==> config.mk <==
export PLATFORM = sky130hd
export DESIGN_NAME = rxpc_rx_path_config
export DESIGN_NICKNAME = d
export VERILOG_FILES = /design/src/design/rxpc_pkg.sv /design/src/design/rxpc_line_decoder.sv /design/src/design/rxpc_rx_path_config.sv
export SDC_FILE = /design/constraint.sdc
export NUM_CORES = 1
export LEC_CHECK = 0
export ABC_CLOCK_PERIOD_IN_PS = 2200
export BUFFER_PORTS_ARGS = -buffer_cell sky130_fd_sc_hd__clkbuf_2
export CAP_MARGIN = 40
export CORE_MARGIN = 2
export CORE_UTILIZATION = 50
export CTS_BUF_LIST = sky130_fd_sc_hd__clkbuf_16
export DETAILED_ROUTE_END_ITERATION = 16
export PLACE_DENSITY = 0.8
export SLEW_MARGIN = 20
export SYNTH_ARGS = -nofsm -noshare
export SYNTH_HDL_FRONTEND = slang
export SYNTH_SLANG_ARGS = --single-unit
==> constraint.sdc <==
create_clock -name hclk -period 2.2 [get_ports hclk]
set_input_delay 0.33 -clock hclk [delete_from_list [all_inputs] [get_ports hclk]]
set_output_delay 0.33 -clock hclk [all_outputs]
set_load 0.02 [all_outputs]
==> src/design/rxpc_pkg.sv <==
// Package of register map, field layout, reset values and carrier types for the receive path configuration block.
package rxpc_pkg;

  // Register indices; the byte address is four times the index.
  localparam logic [7:0] RXPC_IDX_OUT_CTRL = 8'h0A;
  localparam logic [7:0] RXPC_IDX_EQ_LOSS  = 8'h0B;
  localparam logic [7:0] RXPC_IDX_SLC_WIN  = 8'h0C;
  localparam logic [7:0] RXPC_IDX_STATUS   = 8'h3F;

  // Reset values and writable bit masks.
  localparam logic [7:0] RXPC_RST_OUT_CTRL  = 8'h00;
  localparam logic [7:0] RXPC_RST_EQ_LOSS   = 8'h15;
  localparam logic [7:0] RXPC_RST_SLC_WIN   = 8'h18;
  localparam logic [7:0] RXPC_MASK_OUT_CTRL = 8'h1F;
  localparam logic [7:0] RXPC_MASK_EQ_LOSS  = 8'h5F;
  localparam logic [7:0] RXPC_MASK_SLC_WIN  = 8'h3F;

  // Field positions.
  localparam int RXPC_BIT_POWER_DOWN = 4;
  localparam int RXPC_BIT_POLARITY   = 3;
  localparam int RXPC_BIT_FALL_EDGE  = 2;
  localparam int RXPC_POS_MODE       = 0;
  localparam int RXPC_BIT_EQ_ENABLE  = 6;
  localparam int RXPC_POS_LOSS       = 0;
  localparam int RXPC_POS_THRESHOLD  = 4;
  localparam int RXPC_POS_WINDOW     = 2;
  localparam int RXPC_POS_GAIN       = 0;

  // Decode mode codes.
  localparam logic [1:0] RXPC_MODE_CODED  = 2'h0;
  localparam logic [1:0] RXPC_MODE_AMI    = 2'h1;
  localparam logic [1:0] RXPC_MODE_DUAL   = 2'h2;
  localparam logic [1:0] RXPC_MODE_SLICER = 2'h3;

  // Loss level saturation, dB scaling and slicer threshold percent scaling.
  localparam logic [4:0] RXPC_LOSS_MAX     = 5'h16;
  localparam logic [5:0] RXPC_LOSS_DECLARE = 6'h04;
  localparam logic [6:0] RXPC_THRESH_BASE  = 7'h28;
  localparam logic [6:0] RXPC_THRESH_STEP  = 7'h0A;

  // Decoder window depth in bits.
  localparam int RXPC_DEPTH = 8;

  // One received ternary symbol as two marks.
  typedef struct packed {
    logic pos;
    logic neg;
  } rxpc_sym_t;

  // Settings handed to the analog receiver.
  typedef struct packed {
    logic       power_down;
    logic       equalizer_enable;
    logic [4:0] signal_loss_level;
    logic [1:0] slicer_threshold;
    logic [1:0] equalizer_window;
    logic [1:0] monitor_gain;
  } rxpc_analog_cfg_t;

  // Outputs toward the framer.
  typedef struct packed {
    logic rx_clk;
    logic rx_data;
    logic rx_positive_rail_out;
    logic rx_negative_rail_out;
  } rxpc_framer_t;

endpackage : rxpc_pkg

==> src/design/rxpc_line_decoder.sv <==
// Line decoder that strips HDB3 or B8ZS substitution codes from a ternary symbol stream.
`timescale 1ns/1ps
module rxpc_line_decoder
  import rxpc_pkg::*;
(
  input  wire logic      hclk,
  input  wire logic      hresetn,
  input  wire logic      strobe,
  input  wire logic      flush,
  input  wire logic      subst_en,
  input  wire logic      t1_sel,
  input  wire rxpc_sym_t sym_in,
  output rxpc_sym_t      sym_out
);

  rxpc_sym_t win_r [RXPC_DEPTH];
  rxpc_sym_t win_nxt [RXPC_DEPTH];
  rxpc_sym_t shifted [RXPC_DEPTH];
  rxpc_sym_t out_nxt;
  logic      last_neg_r;
  logic      last_neg_nxt;
  logic      seen_r;
  logic      seen_nxt;

  // The window shifts by one symbol at every bit strobe, newest at index zero.
  generate
    for (genvar k = 0; k < RXPC_DEPTH; k++) begin : g_shift
      if (k == 0) begin : g_head
        assign shifted[k] = sym_in;
      end else begin : g_body
        assign shifted[k] = win_r[k-1];
      end
    end
  endgenerate

  // Substitutions are matched on entry, so the whole code is erased before any of it leaves.
  always_comb begin
    win_nxt      = win_r;
    out_nxt      = sym_out;
    last_neg_nxt = last_neg_r;
    seen_nxt     = seen_r;
    if (flush) begin
      for (int i = 0; i < RXPC_DEPTH; i++) begin
        win_nxt[i] = '0;
      end
      out_nxt      = '0;
      last_neg_nxt = 1'b0;
      seen_nxt     = 1'b0;
    end else if (strobe) begin
      win_nxt = shifted;
      out_nxt = win_r[RXPC_DEPTH-1];
      if (|sym_in) begin
        last_neg_nxt = sym_in.neg;
        seen_nxt     = 1'b1;
      end
      if (subst_en && t1_sel) begin
        // Eight zeros are sent as 000VB0VB; a lone stream cannot hold two such violations.
        if (!(|shifted[7]) && !(|shifted[6]) && !(|shifted[5]) && !(|shifted[2]) && (|shifted[4]) &&
            (shifted[3] == {shifted[4].neg, shifted[4].pos}) && (shifted[1] == shifted[3]) &&
            (shifted[0] == shifted[4])) begin
          win_nxt[4] = '0;
          win_nxt[3] = '0;
          win_nxt[1] = '0;
          win_nxt[0] = '0;
        end
      end else if (subst_en && (|sym_in) && !(|shifted[1]) && !(|shifted[2])) begin
        // Four zeros are sent as B00V or 000V, the V repeating the last pulse polarity.
        // With no mark since the flush there is no last polarity, so a first mark is never taken for a V.
        if (shifted[3] == sym_in) begin
          win_nxt[3] = '0;
          win_nxt[0] = '0;
        end else if (seen_r && !(|shifted[3]) && (sym_in.neg == last_neg_r)) begin
          win_nxt[0] = '0;
        end
      end
    end
  end

  // The decoder state registers.
  always_ff @(posedge hclk or negedge hresetn) begin
    if (!hresetn) begin
      for (int i = 0; i < RXPC_DEPTH; i++) begin
        win_r[i] <= '0;
      end
      sym_out    <= '0;
      last_neg_r <= 1'b0;
      seen_r     <= 1'b0;
    end else begin
      win_r      <= win_nxt;
      sym_out    <= out_nxt;
      last_neg_r <= last_neg_nxt;
      seen_r     <= seen_nxt;
    end
  end

endmodule : rxpc_line_decoder

==> src/design/rxpc_rx_path_config.sv <==
// Receive path configuration registers with an AHB-Lite slave and the receive output formatter.
`timescale 1ns/1ps
module rxpc_rx_path_config
  import rxpc_pkg::*;
(
  input  wire logic        hclk,
  input  wire logic        hresetn,
  input  wire logic        hsel,
  input  wire logic [31:0] haddr,
  input  wire logic [1:0]  htrans,
  input  wire logic        hwrite,
  input  wire logic [2:0]  hsize,
  input  wire logic [31:0] hwdata,
  input  wire logic        hready,
  output logic             hreadyout,
  output logic             hresp,
  output logic [31:0]      hrdata,
  input  wire logic        t1_mode,
  input  wire logic        line_in_tip,
  input  wire logic        line_in_ring,
  input  wire logic        cdr_bit_strobe,
  input  wire logic        cdr_half_strobe,
  output rxpc_analog_cfg_t analog_cfg,
  output rxpc_framer_t     framer_out
);

  // Bus slave states.
  typedef enum logic [1:0] {
    RXPC_ST_IDLE,
    RXPC_ST_WRITE,
    RXPC_ST_RD_WAIT,
    RXPC_ST_RD_DONE
  } rxpc_bus_state_t;

  rxpc_bus_state_t state_r;
  rxpc_bus_state_t state_nxt;
  logic [7:0]      addr_idx_r;
  logic [7:0]      addr_idx_nxt;
  logic            addr_ok_r;
  logic            addr_ok_nxt;
  logic [31:0]     hrdata_r;
  logic [31:0]     hrdata_nxt;
  logic [7:0]      out_ctrl_r;
  logic [7:0]      out_ctrl_nxt;
  logic [7:0]      eq_loss_r;
  logic [7:0]      eq_loss_nxt;
  logic [7:0]      slc_win_r;
  logic [7:0]      slc_win_nxt;
  logic [31:0]     status_word;
  logic [31:0]     read_mux;
  logic            take;

  // Decoded register fields.
  logic            power_down;
  logic            polarity_low;
  logic            fall_edge;
  logic [1:0]      decode_mode;
  logic [4:0]      loss_code;
  logic [4:0]      loss_eff;
  logic [5:0]      clear_db;
  logic [5:0]      declare_db;
  logic [1:0]      thresh_code;
  logic [6:0]      thresh_pct;

  // Receive datapath state.
  rxpc_sym_t       raw_sym;
  rxpc_sym_t       dec_sym;
  rxpc_sym_t       pend_r;
  rxpc_sym_t       pend_nxt;
  rxpc_framer_t    fr_r;
  rxpc_framer_t    fr_nxt;
  logic            update;
  logic            single_rail;
  logic            slicer_mode;

  // An address phase is taken only when the bus is ready and a transfer is real.
  assign take = hsel && hready && htrans[1];

  // Field views of the stored registers.
  assign power_down   = out_ctrl_r[RXPC_BIT_POWER_DOWN];
  assign polarity_low = out_ctrl_r[RXPC_BIT_POLARITY];
  assign fall_edge    = out_ctrl_r[RXPC_BIT_FALL_EDGE];
  assign decode_mode  = out_ctrl_r[RXPC_POS_MODE +: 2];
  assign loss_code    = eq_loss_r[RXPC_POS_LOSS +: 5];
  assign thresh_code  = slc_win_r[RXPC_POS_THRESHOLD +: 2];
  assign slicer_mode  = (decode_mode == RXPC_MODE_SLICER);
  assign single_rail  = (decode_mode == RXPC_MODE_CODED) || (decode_mode == RXPC_MODE_AMI);

  // Codes past the last table row behave as that row, so the levels stop moving.
  always_comb begin
    loss_eff   = (loss_code > RXPC_LOSS_MAX) ? RXPC_LOSS_MAX : loss_code;
    clear_db   = {loss_eff, 1'b0};
    declare_db = 6'({loss_eff, 1'b0} + RXPC_LOSS_DECLARE);
    thresh_pct = 7'(RXPC_THRESH_BASE + 7'(thresh_code) * RXPC_THRESH_STEP);
  end

  // The status word shows magnitudes in dB, the percent threshold and the live path setup.
  always_comb begin
    status_word        = '0;
    status_word[5:0]   = clear_db;
    status_word[13:8]  = declare_db;
    status_word[16]    = !power_down;
    status_word[17]    = fall_edge && !slicer_mode;
    status_word[19:18] = decode_mode;
    status_word[20]    = loss_code > RXPC_LOSS_MAX;
    status_word[30:24] = thresh_pct;
  end

  // Read multiplexer; reserved bits are never stored, so they read as zero.
  always_comb begin
    read_mux = '0;
    if (addr_ok_r) begin
      case (addr_idx_r)
        RXPC_IDX_OUT_CTRL: read_mux[7:0] = out_ctrl_r;
        RXPC_IDX_EQ_LOSS:  read_mux[7:0] = eq_loss_r;
        RXPC_IDX_SLC_WIN:  read_mux[7:0] = slc_win_r;
        RXPC_IDX_STATUS:   read_mux      = status_word;
        default:           read_mux      = '0;
      endcase
    end
  end

  // Bus slave next state; reads take one wait state so a write just before is always seen.
  always_comb begin
    state_nxt    = state_r;
    addr_idx_nxt = addr_idx_r;
    addr_ok_nxt  = addr_ok_r;
    hrdata_nxt   = hrdata_r;
    case (state_r)
      RXPC_ST_RD_WAIT: begin
        hrdata_nxt = read_mux;
        state_nxt  = RXPC_ST_RD_DONE;
      end
      RXPC_ST_IDLE,
      RXPC_ST_WRITE,
      RXPC_ST_RD_DONE: begin
        if (take) begin
          addr_idx_nxt = haddr[9:2];
          addr_ok_nxt  = (haddr[31:10] == '0) && (haddr[1:0] == 2'h0);
          state_nxt    = hwrite ? RXPC_ST_WRITE : RXPC_ST_RD_WAIT;
        end else begin
          state_nxt = RXPC_ST_IDLE;
        end
      end
      default: begin
        state_nxt = RXPC_ST_IDLE;
      end
    endcase
  end

  // Bus slave registers.
  always_ff @(posedge hclk or negedge hresetn) begin
    if (!hresetn) begin
      state_r    <= RXPC_ST_IDLE;
      addr_idx_r <= 8'h00;
      addr_ok_r  <= 1'b0;
      hrdata_r   <= 32'h00000000;
    end else begin
      state_r    <= state_nxt;
      addr_idx_r <= addr_idx_nxt;
      addr_ok_r  <= addr_ok_nxt;
      hrdata_r   <= hrdata_nxt;
    end
  end

  // The slave never errors; only the read wait state pulls ready low.
  assign hreadyout = (state_r != RXPC_ST_RD_WAIT);
  assign hresp     = 1'b0;
  assign hrdata    = hrdata_r;

  // Register writes land in the data phase; masking drops reserved bits.
  always_comb begin
    out_ctrl_nxt = out_ctrl_r;
    eq_loss_nxt  = eq_loss_r;
    slc_win_nxt  = slc_win_r;
    if ((state_r == RXPC_ST_WRITE) && addr_ok_r) begin
      case (addr_idx_r)
        RXPC_IDX_OUT_CTRL: out_ctrl_nxt = hwdata[7:0] & RXPC_MASK_OUT_CTRL;
        RXPC_IDX_EQ_LOSS:  eq_loss_nxt  = hwdata[7:0] & RXPC_MASK_EQ_LOSS;
        RXPC_IDX_SLC_WIN:  slc_win_nxt  = hwdata[7:0] & RXPC_MASK_SLC_WIN;
        default: begin
          out_ctrl_nxt = out_ctrl_r;
        end
      endcase
    end
  end

  // Configuration registers with their documented reset values.
  always_ff @(posedge hclk or negedge hresetn) begin
    if (!hresetn) begin
      out_ctrl_r <= RXPC_RST_OUT_CTRL;
      eq_loss_r  <= RXPC_RST_EQ_LOSS;
      slc_win_r  <= RXPC_RST_SLC_WIN;
    end else begin
      out_ctrl_r <= out_ctrl_nxt;
      eq_loss_r  <= eq_loss_nxt;
      slc_win_r  <= slc_win_nxt;
    end
  end

  // Settings for the analog receiver come straight from register bits, except the loss level, which is the saturated code.
  always_comb begin
    analog_cfg.power_down        = power_down;
    analog_cfg.equalizer_enable  = eq_loss_r[RXPC_BIT_EQ_ENABLE];
    analog_cfg.signal_loss_level = loss_eff;
    analog_cfg.slicer_threshold  = thresh_code;
    analog_cfg.equalizer_window  = slc_win_r[RXPC_POS_WINDOW +: 2];
    analog_cfg.monitor_gain      = slc_win_r[RXPC_POS_GAIN +: 2];
  end

  // The slicer marks arrive already sampled into this clock domain.
  assign raw_sym.pos = line_in_tip;
  assign raw_sym.neg = line_in_ring;

  // Substitution removal runs only in the coded mode; AMI mode shares the same delay.
  rxpc_line_decoder u_decoder (
    .hclk     (hclk),
    .hresetn  (hresetn),
    .strobe   (cdr_bit_strobe),
    .flush    (power_down || !single_rail),
    .subst_en (decode_mode == RXPC_MODE_CODED),
    .t1_sel   (t1_mode),
    .sym_in   (raw_sym),
    .sym_out  (dec_sym)
  );

  // Output data changes on the selected clock edge, or every cycle in slicer mode.
  always_comb begin
    if (slicer_mode) begin
      update = 1'b1;
    end else if (fall_edge) begin
      update = cdr_half_strobe;
    end else begin
      update = cdr_bit_strobe;
    end
  end

  // Each recovered bit is staged first, so both edge choices see the same bit.
  always_comb begin
    pend_nxt = pend_r;
    if (power_down) begin
      pend_nxt = '0;
    end else if (cdr_bit_strobe) begin
      pend_nxt = (decode_mode == RXPC_MODE_DUAL) ? raw_sym : dec_sym;
    end
  end

  // Framer outputs; unused outputs and a powered-down receiver rest at the inactive level.
  always_comb begin
    fr_nxt = fr_r;
    if (power_down) begin
      fr_nxt.rx_clk               = 1'b0;
      fr_nxt.rx_data              = polarity_low;
      fr_nxt.rx_positive_rail_out = polarity_low;
      fr_nxt.rx_negative_rail_out = polarity_low;
    end else begin
      // Slicer mode has no recovered clock, so the clock is the OR of the raw marks.
      if (slicer_mode) begin
        fr_nxt.rx_clk = raw_sym.pos | raw_sym.neg;
      end else if (cdr_bit_strobe) begin
        fr_nxt.rx_clk = 1'b1;
      end else if (cdr_half_strobe) begin
        fr_nxt.rx_clk = 1'b0;
      end
      if (update) begin
        case (decode_mode)
          RXPC_MODE_CODED,
          RXPC_MODE_AMI: begin
            fr_nxt.rx_data              = (pend_r.pos | pend_r.neg) ^ polarity_low;
            fr_nxt.rx_positive_rail_out = polarity_low;
            fr_nxt.rx_negative_rail_out = polarity_low;
          end
          RXPC_MODE_DUAL: begin
            fr_nxt.rx_data              = polarity_low;
            fr_nxt.rx_positive_rail_out = pend_r.pos ^ polarity_low;
            fr_nxt.rx_negative_rail_out = pend_r.neg ^ polarity_low;
          end
          default: begin
            fr_nxt.rx_data              = polarity_low;
            fr_nxt.rx_positive_rail_out = raw_sym.pos ^ polarity_low;
            fr_nxt.rx_negative_rail_out = raw_sym.neg ^ polarity_low;
          end
        endcase
      end
    end
  end

  // Datapath registers; outputs reset to the active-high idle level.
  always_ff @(posedge hclk or negedge hresetn) begin
    if (!hresetn) begin
      pend_r <= '0;
      fr_r   <= '0;
    end else begin
      pend_r <= pend_nxt;
      fr_r   <= fr_nxt;
    end
  end

  assign framer_out = fr_r;

  // The word size is not checked: every access acts on the whole register word.
  logic unused_size;
  assign unused_size = ^hsize;

endmodule : rxpc_rx_path_config

==> results of run 1 <==
metrics by stage:
stage	area, sq um	instances	worst slack [ns]
global placement	4262	516	0.1538
global route	4554	533	0.05952
finish	4554	533	0.1179
floorplan	3784	347	0.2258
CTS	4554	533	0.1183
detailed placement	4262	516	0.1255
power breakdown:
group,internal (mW),total [mW],switching [mW]
sequential,1.56,1.72,0.156
combinational,0.208,0.498,0.290
clock,0.774,1.37,0.599
total,2.54,3.59,1.05
layout make-up:
type / instances / area [sq um] / area share, %
clock buffer: 9 / 225.2 / 4.945
clock inverter: 7 / 57.56 / 1.264
inverter: 15 / 56.30 / 1.236
multi-input combinational: 228 / 1645 / 36.13
sequential: 77 / 1933 / 42.44
tap: 99 / 123.9 / 2.720
timing repair buffer: 98 / 513.0 / 11.26
synthesized netlist by cell type, types with 2 or more instances:
| cell type | count |
|---|---|
| a211oi_1 | 2 |
| a21oi_1 | 8 |
| a22o_1 | 14 |
| a22oi_1 | 5 |
| a31oi_1 | 2 |
| a32o_1 | 2 |
| buf_2 | 2 |
| buf_4 | 12 |
| clkbuf_1 | 13 |
| dfrtp_1 | 72 |
| dfstp_2 | 5 |
| ha_1 | 2 |
| inv_1 | 13 |
| inv_2 | 2 |
| mux2_1 | 5 |
| mux2_2 | 8 |
| mux2_4 | 12 |
| mux2i_1 | 15 |
| nand2_1 | 28 |
| nand2b_1 | 2 |
| nand3_1 | 7 |
| nand3b_1 | 2 |
| nand4_1 | 4 |
| nor2_1 | 25 |
| nor2_8 | 2 |
| nor2b_1 | 3 |
| nor3_1 | 2 |
| nor4_1 | 9 |
| o21ai_0 | 12 |
| o21ai_1 | 8 |
| o221ai_1 | 4 |
| o31ai_1 | 8 |
| xnor2_1 | 6 |
worst paths after layout:
check	slack, ns	cells after the start	end	start
worst max-delay path	0.12	4	slc_win_r[1]	addr_idx_r[5]
worst min-delay path	0.21	2	state_r[1]	hwrite
min in group asynchronous	0.32	2	hrdata[30]	hresetn
worst max register to register	0.12	4	slc_win_r[1]	addr_idx_r[5]
max in group asynchronous	1.04	3	slc_win_r[1]	hresetn
worst min register to register	0.48	2	hrdata[6]	hrdata[6]
routing by layer:
layer | up-vias | share of wire (%)
met5 | - | 0
met1 | 1438 | 43
met3 | 4 | 4.4
met2 | 82 | 52
li1 | 1389 | -
met4 | 0 | 0.47
cell families (layout without fill, tap and decap cells):
family | Yosys count | count (layout) | share of synthesized area [%]
and+or+nand+nor | 98 | 98 | 14.48
DFF | 77 | 77 | 51.55
AOI/OAI and AO/OA | 71 | 71 | 13.38
buffers and inverters | 42 | 129 | 5.472
muxes | 40 | 40 | 12.71
xor gates and xnor gates | 7 | 7 | 1.635
adders and majority gates | 2 | 2 | 0.6672
other | 1 | 10 | 0.1000
flip-flops by register name (all words and copies together) (netlist names), 2 cells and up:
register and flops:
u_decoder.win_r 2, hrdata 23, addr_idx_r 8, out_ctrl_r 5
u_decoder.sym_out 2, u_decoder.shifted 14, eq_loss_r 6, framer_out 4
slc_win_r 6, state_r 2, pend_r 2
==> impl_metrics.env, run 1 <==
export IMPL_status="complete, no violations"
export IMPL_die_y_um=90.60
export IMPL_cts_root_buf="clkbuf_16"
export IMPL_final_common_cell="clkbuf_2"
export IMPL_max_stage_delay_ns=0.59
export IMPL_firstDrtPassIters=4
export IMPL_fp_coreArea_sq_mm=0.007253
export IMPL_crit_family="simple AND/OR/NAND/NOR gates"
export IMPL_hold_viol_final=0
export IMPL_wl_per_cell_um=15.63
export IMPL_startpoint_type="register"
export IMPL_worst_path_buf_inv=0
export IMPL_leakagePower_nw=2.256
export IMPL_finalCriticalPeriod_ns=2.082
export IMPL_gp_congestion=0.8559
export IMPL_grt_antenna_before_repair=0
export IMPL_synth_seq_cells=77
export IMPL_worstPathArrival_ns=2.29
export IMPL_synth_top_cell_area_share_pct=48.05
export IMPL_synthArstFlopShare_pct=100.0
export IMPL_min_period_over_period_pct=94.64
export IMPL_grt_first_pass_wirelength_um=13970
export IMPL_cts_resized=0
export IMPL_synth_area_leader_cell="dfrtp_1"
export IMPL_via_count=2913
export IMPL_cts_num_sinks=77
export IMPL_synth_area_top_cells="dfrtp_1, mux2_4, mux2i_1, dfstp_2, a22o_1"
export IMPL_pin_count=130
export IMPL_grt_usage_pct=21.15
export IMPL_clockBufferDepth=2
export IMPL_postCtsHoldBufs=1
export IMPL_layout_common_cells="clkbuf_2, dfrtp_1, nand2_1"
export IMPL_initial_core_util_pct=51.70
export IMPL_fin_hold_ws_ns=0.2078
export IMPL_grt_pass1_vias=2889
export IMPL_drv_cap=0
export IMPL_yosysSeqAreaShare_pct=51.55
export IMPL_grt_max_degree=53
export IMPL_clock_latency_ns=0.33
export IMPL_crit_chain="or4_4, or3_4, nor2_8, mux2_4"
export IMPL_nets=510
export IMPL_fill_cells=600
export IMPL_cts_clk_slew_worst_paths_ns=0.06
export IMPL_post_cts_repair_setup_buffers=0
export IMPL_tightest_slew_ns=0.6463
export IMPL_power_mw=3.587
export IMPL_grt_util_met1_pct=27.89
export IMPL_fmax_mhz=480.3
export IMPL_port_buffers=90
export IMPL_dieArea_sq_mm=0.008208
export IMPL_crit_slowest_cell="or4_4"
export IMPL_cp_max_fo=6
export IMPL_final_antenna_net_count=0
export IMPL_dr_first_iter_drc_count=150
export IMPL_numCtsBuffers=9
export IMPL_grt_overflow=0
export IMPL_final_util_pct=62.79
export IMPL_fp_dieW_um=90.60
export IMPL_hpwl_um=6150
export IMPL_relSlewSlack_pct=56.75
export IMPL_syn_to_final_growth_pct=21.45
export IMPL_busiest_layer="met2"
export IMPL_row_count=31
export IMPL_diodes=0
export IMPL_final_max_slew_viol_count=0
export IMPL_syn_area_sq_mm=0.003750
export IMPL_synthFlopType="dfrtp_1"
export IMPL_drc=0
export IMPL_synthDistinctLibCells=55
export IMPL_finalClockSkew_ns=0.01263
export IMPL_cts_max_level=3
export IMPL_netlist_instances=338
export IMPL_worstHoldPathType="in2reg"
export IMPL_drive_above_1_share_pct=34.79
export IMPL_syn_mean_instance_area_sq_um=11.09
export IMPL_fin_tns_setup_ns=0
export IMPL_routed_wl_um=8329
export IMPL_use_met2_pct=34.51
export IMPL_setup_violations=0
export IMPL_synth_edf_count=0
export IMPL_rsz0062_at_grt="false"
export IMPL_cts_tree="built"
export IMPL_end_kind="register"
export IMPL_yosys_warnings=0
export IMPL_avgViaCountPerCell=5.465
export IMPL_critical_path_class="reg2reg"
export IMPL_worstPathRequired_ns=2.41
export IMPL_use_met3_pct=5.175
export IMPL_p_per_area_mw_per_mm2=787.6
export IMPL_worst_ir_drop_vdd_v=0.0004905
Note: power is estimated with default switching activity, not from simulation.
==> run 2, diff against run 1 <==
--- a/config.mk
+++ b/config.mk
@@ -7,2 +7,3 @@
 export LEC_CHECK = 0
+export ABC_AREA = 1
 export ABC_CLOCK_PERIOD_IN_PS = 2200
@@ -11,6 +12,6 @@
 export CORE_MARGIN = 2
-export CORE_UTILIZATION = 50
+export CORE_UTILIZATION = 51
 export CTS_BUF_LIST = sky130_fd_sc_hd__clkbuf_16
 export DETAILED_ROUTE_END_ITERATION = 16
-export PLACE_DENSITY = 0.8
+export PLACE_DENSITY = 0.81
 export SLEW_MARGIN = 20
==> constraint.sdc (replaced) <==
create_clock -name hclk -period 2.2 [get_ports hclk]
set_input_delay 0.11 -clock hclk [delete_from_list [all_inputs] [get_ports hclk]]
set_output_delay 0.11 -clock hclk [all_outputs]
set_load 0.02 [all_outputs]
==> run 2 against run 1 <==
- synthesized area grew 3.8%
- maximum frequency grew 13%
- clock skew shrank 0.0060 ns
- routed wire length grew 15%
- setup slack gained 0.23 ns
- via count grew 22%
- sequential power shrank 13%
- core utilization grew 2.6 points
- non-clock buffer count grew 3
- critical path depth shrank 1
- highest routed layer unchanged
==> impl_metrics.env, run 2 <==
export IMPL_nets=665
export IMPL_yosys_warnings=0
export IMPL_rr_endpoint="hrdata[11]"
export IMPL_internal_power_mw=2.685
export IMPL_final_antenna_net_count=0
export IMPL_synthFlopType="dfrtp_1"
export IMPL_tightest_slew_ns=0.5361
export IMPL_firstDrtPassIters=5
export IMPL_layoutNonFillerInstCount=688
export IMPL_end_kind="output port"
export IMPL_drv_cap=0
export IMPL_crit_slowest_cell="dfstp_2"
export IMPL_power_frac_comb_pct=11.1
export IMPL_worstPathArrival_ns=1.74
export IMPL_numCtsBuffers=9
export IMPL_p_per_area_mw_per_mm2=737.1
export IMPL_synth_common_cells="nand2_1, dfrtp_1, inv_1"
export IMPL_worstPathRequired_ns=2.09
export IMPL_place_area_sq_mm=0.004389
export IMPL_finalClockSkew_ns=0.006653
export IMPL_synthArstFlopShare_pct=100.0
export IMPL_worst_path_buf_inv=2
export IMPL_gp_congestion=0.9242
export IMPL_rsz0062_at_grt="false"
export IMPL_die_y_um=91.38
export IMPL_worstHoldPathType="in2reg"
export IMPL_final_util_pct=65.35
export IMPL_wl_per_cell_um=13.89
export IMPL_grt_first_pass_wirelength_um=16120
export IMPL_fmax_mhz=540.3
export IMPL_clockBufferDepth=2
export IMPL_critical_path_class="reg2out"
export IMPL_grt_pass1_vias=3408
export IMPL_dp_cells=665
export IMPL_fp_coreArea_sq_mm=0.007331
export IMPL_netlist_instances=486
export IMPL_syn_to_final_growth_pct=23.04
export IMPL_fin_tns_setup_ns=0
export IMPL_status="complete, no violations"
export IMPL_synth_seq_cells=77
export IMPL_crit_chain="inv_1, o21ai_0, clkbuf_2"
export IMPL_avgViaCountPerCell=5.173
export IMPL_synth_area_leader_cell="dfrtp_1"
export IMPL_clock_latency_ns=0.33
export IMPL_layout_common_cells="nand2_1, clkbuf_2, dfrtp_1"
export IMPL_cts_root_buf="clkbuf_16"
export IMPL_drive_above_1_share_pct=24.62
export IMPL_p_clk_share_pct=46.5
export IMPL_grt_usage_pct=24.10
export IMPL_synthDistinctLibCells=35
export IMPL_setup_violations=0
export IMPL_leakagePower_nw=2.528
export IMPL_final_max_slew_viol_count=0
export IMPL_syn_mean_instance_area_sq_um=8.012
export IMPL_yosysSeqAreaShare_pct=49.65
export IMPL_hpwl_um=6945
export IMPL_r2r_start="eq_loss_r[4]"
export IMPL_final_common_cell="nand2_1"
export IMPL_finalCriticalPeriod_ns=1.851
export IMPL_fin_hold_ws_ns=0.0003610
export IMPL_worst_ir_drop_vdd_v=0.0004199
export IMPL_cp_max_fo=6
export IMPL_synth_edf_count=0
export IMPL_grt_overflow=0
export IMPL_synth_area_top_cells="dfrtp_1, nand2_1, inv_1, nand3_1, nor2_1"
export IMPL_holdPathEnd="addr_idx_r[5]"
export IMPL_switchingPower_mw=0.8469
export IMPL_switching_share_pct=23.98
export IMPL_syn_area_sq_mm=0.003894
export IMPL_via_count=3559
export IMPL_relSlewSlack_pct=63.89
export IMPL_dr_first_iter_drc_count=237
export IMPL_synth_most_common_cell="nand2_1"
export IMPL_grt_max_degree=40
export IMPL_whs_path_depth=3
export IMPL_drc=0
export IMPL_pwr_share_seq_pct=42.4
export IMPL_crit_family="flip-flops"
export IMPL_routed_wl_um=9555
export IMPL_initial_core_util_pct=53.11
export IMPL_final_area_sq_mm=0.004791
export IMPL_rrSetupSlack_ns=0.42
export IMPL_hold_viol_final=0
export IMPL_cts_clk_slew_worst_paths_ns=0.06
export IMPL_max_stage_delay_ns=0.58
export IMPL_fp_dieW_um=91.38
export IMPL_row_count=31
export IMPL_cts_max_level=3
export IMPL_diodes=0
export IMPL_reg2reg_depth=4
export IMPL_cts_num_sinks=77
export IMPL_cts_tree="built"
export IMPL_startpoint_type="register"
export IMPL_cts_resized=0
export IMPL_dieArea_sq_mm=0.008349
export IMPL_port_buffers=90
export IMPL_grt_antenna_before_repair=0
export IMPL_pin_count=130
export IMPL_hold_start="haddr[7]"
export IMPL_min_period_over_period_pct=84.13
export IMPL_synth_top_cell_area_share_pct=46.27
export IMPL_largest_register_ff_count=23
==> run 2: cell count changes in the layout (fill, tap and decap cells not counted), moves of 14 or more <==
| cell | previous run | this run |
|---|---|---|
| mux2i_1 | 15 | 0 |
| nand3_1 | 7 | 33 |
| nor2_1 | 25 | 44 |
| inv_1 | 13 | 54 |
| nand2_1 | 28 | 141 |
| o21ai_0 | 12 | 26 |
==> run 2: tightest hold or removal path: cells and delay by family <==
kind,cells,cell delay [ns]
buf+inv,1,0.07
compound gates,1,0.07
simple gates,1,0.04
==> run 2: how the worst max path moves through the flow <==
stage                        from            end  depth (start not counted)
CTS                  eq_loss_r[4]  analog_cfg[8]                          3
detailed placement  addr_idx_r[6]   eq_loss_r[4]                          7
floorplan            eq_loss_r[4]     hrdata[11]                          4
finish               eq_loss_r[4]  analog_cfg[8]                          3
global placement     eq_loss_r[4]     hrdata[11]                          4
global route        addr_idx_r[5]   slc_win_r[1]                          6
==> run 2: timing repair <==
item / 4_1_cts / 5_1_grt
endpoints found under the hold margin: 41 / 0
hold buffers: 7 / 0
setup buffers: 0 / 0
setup endpoints to repair: 0 / 0
==> run 2: area by class of cell <==
class,count,area (sq um)
well taps,99,123.9
repair buffers,101,565.5
multi-input cells,337,1617
clock buffers,9,225.2
inverters,58,220.2
flip-flops and latches,77,1933
fillers,629,2540
clock inverters,7,106.4
==> run 2: per-layer routing <==
metal | vias to the layer above | track usage (%) | wire length, um
met4 | 0 | 9.848 | 201
met2 | 102 | 40.86 | 4836
met1 | 1705 | 31.64 | 4148
met5 | - | 0 | 0
met3 | 22 | 2.573 | 369
li1 | 1730 | - | -
==> run 2: stage by stage <==
step	worst slack [ns]	power [mW]
CTS	0.3241	3.544
floorplan	0.3240	1.780
global placement	0.5936	1.884
global route	0.3267	3.663
detailed placement	0.5112	1.900
finish	0.3492	3.531
==> run 2: kinds of logic after synthesis <==
logic type | share of synthesized area (%)
xor+xnor | 0.6749
flops | 49.65
other cells | 0.09631
buf+inv | 9.704
fa+ha+maj | 0.6426
simple gates | 27.38
compound gates | 11.86
==> run 2: power by group through the flow <==
stage / Sequential, mW / Clock, mW / Combinational, mW
after floorplan: 1.52 / 0 / 0.262
after global placement: 1.52 / 0 / 0.365
after detailed placement: 1.52 / 0 / 0.377
after CTS: 1.50 / 1.65 / 0.394
after global routing: 1.50 / 1.72 / 0.440
final: 1.50 / 1.64 / 0.393
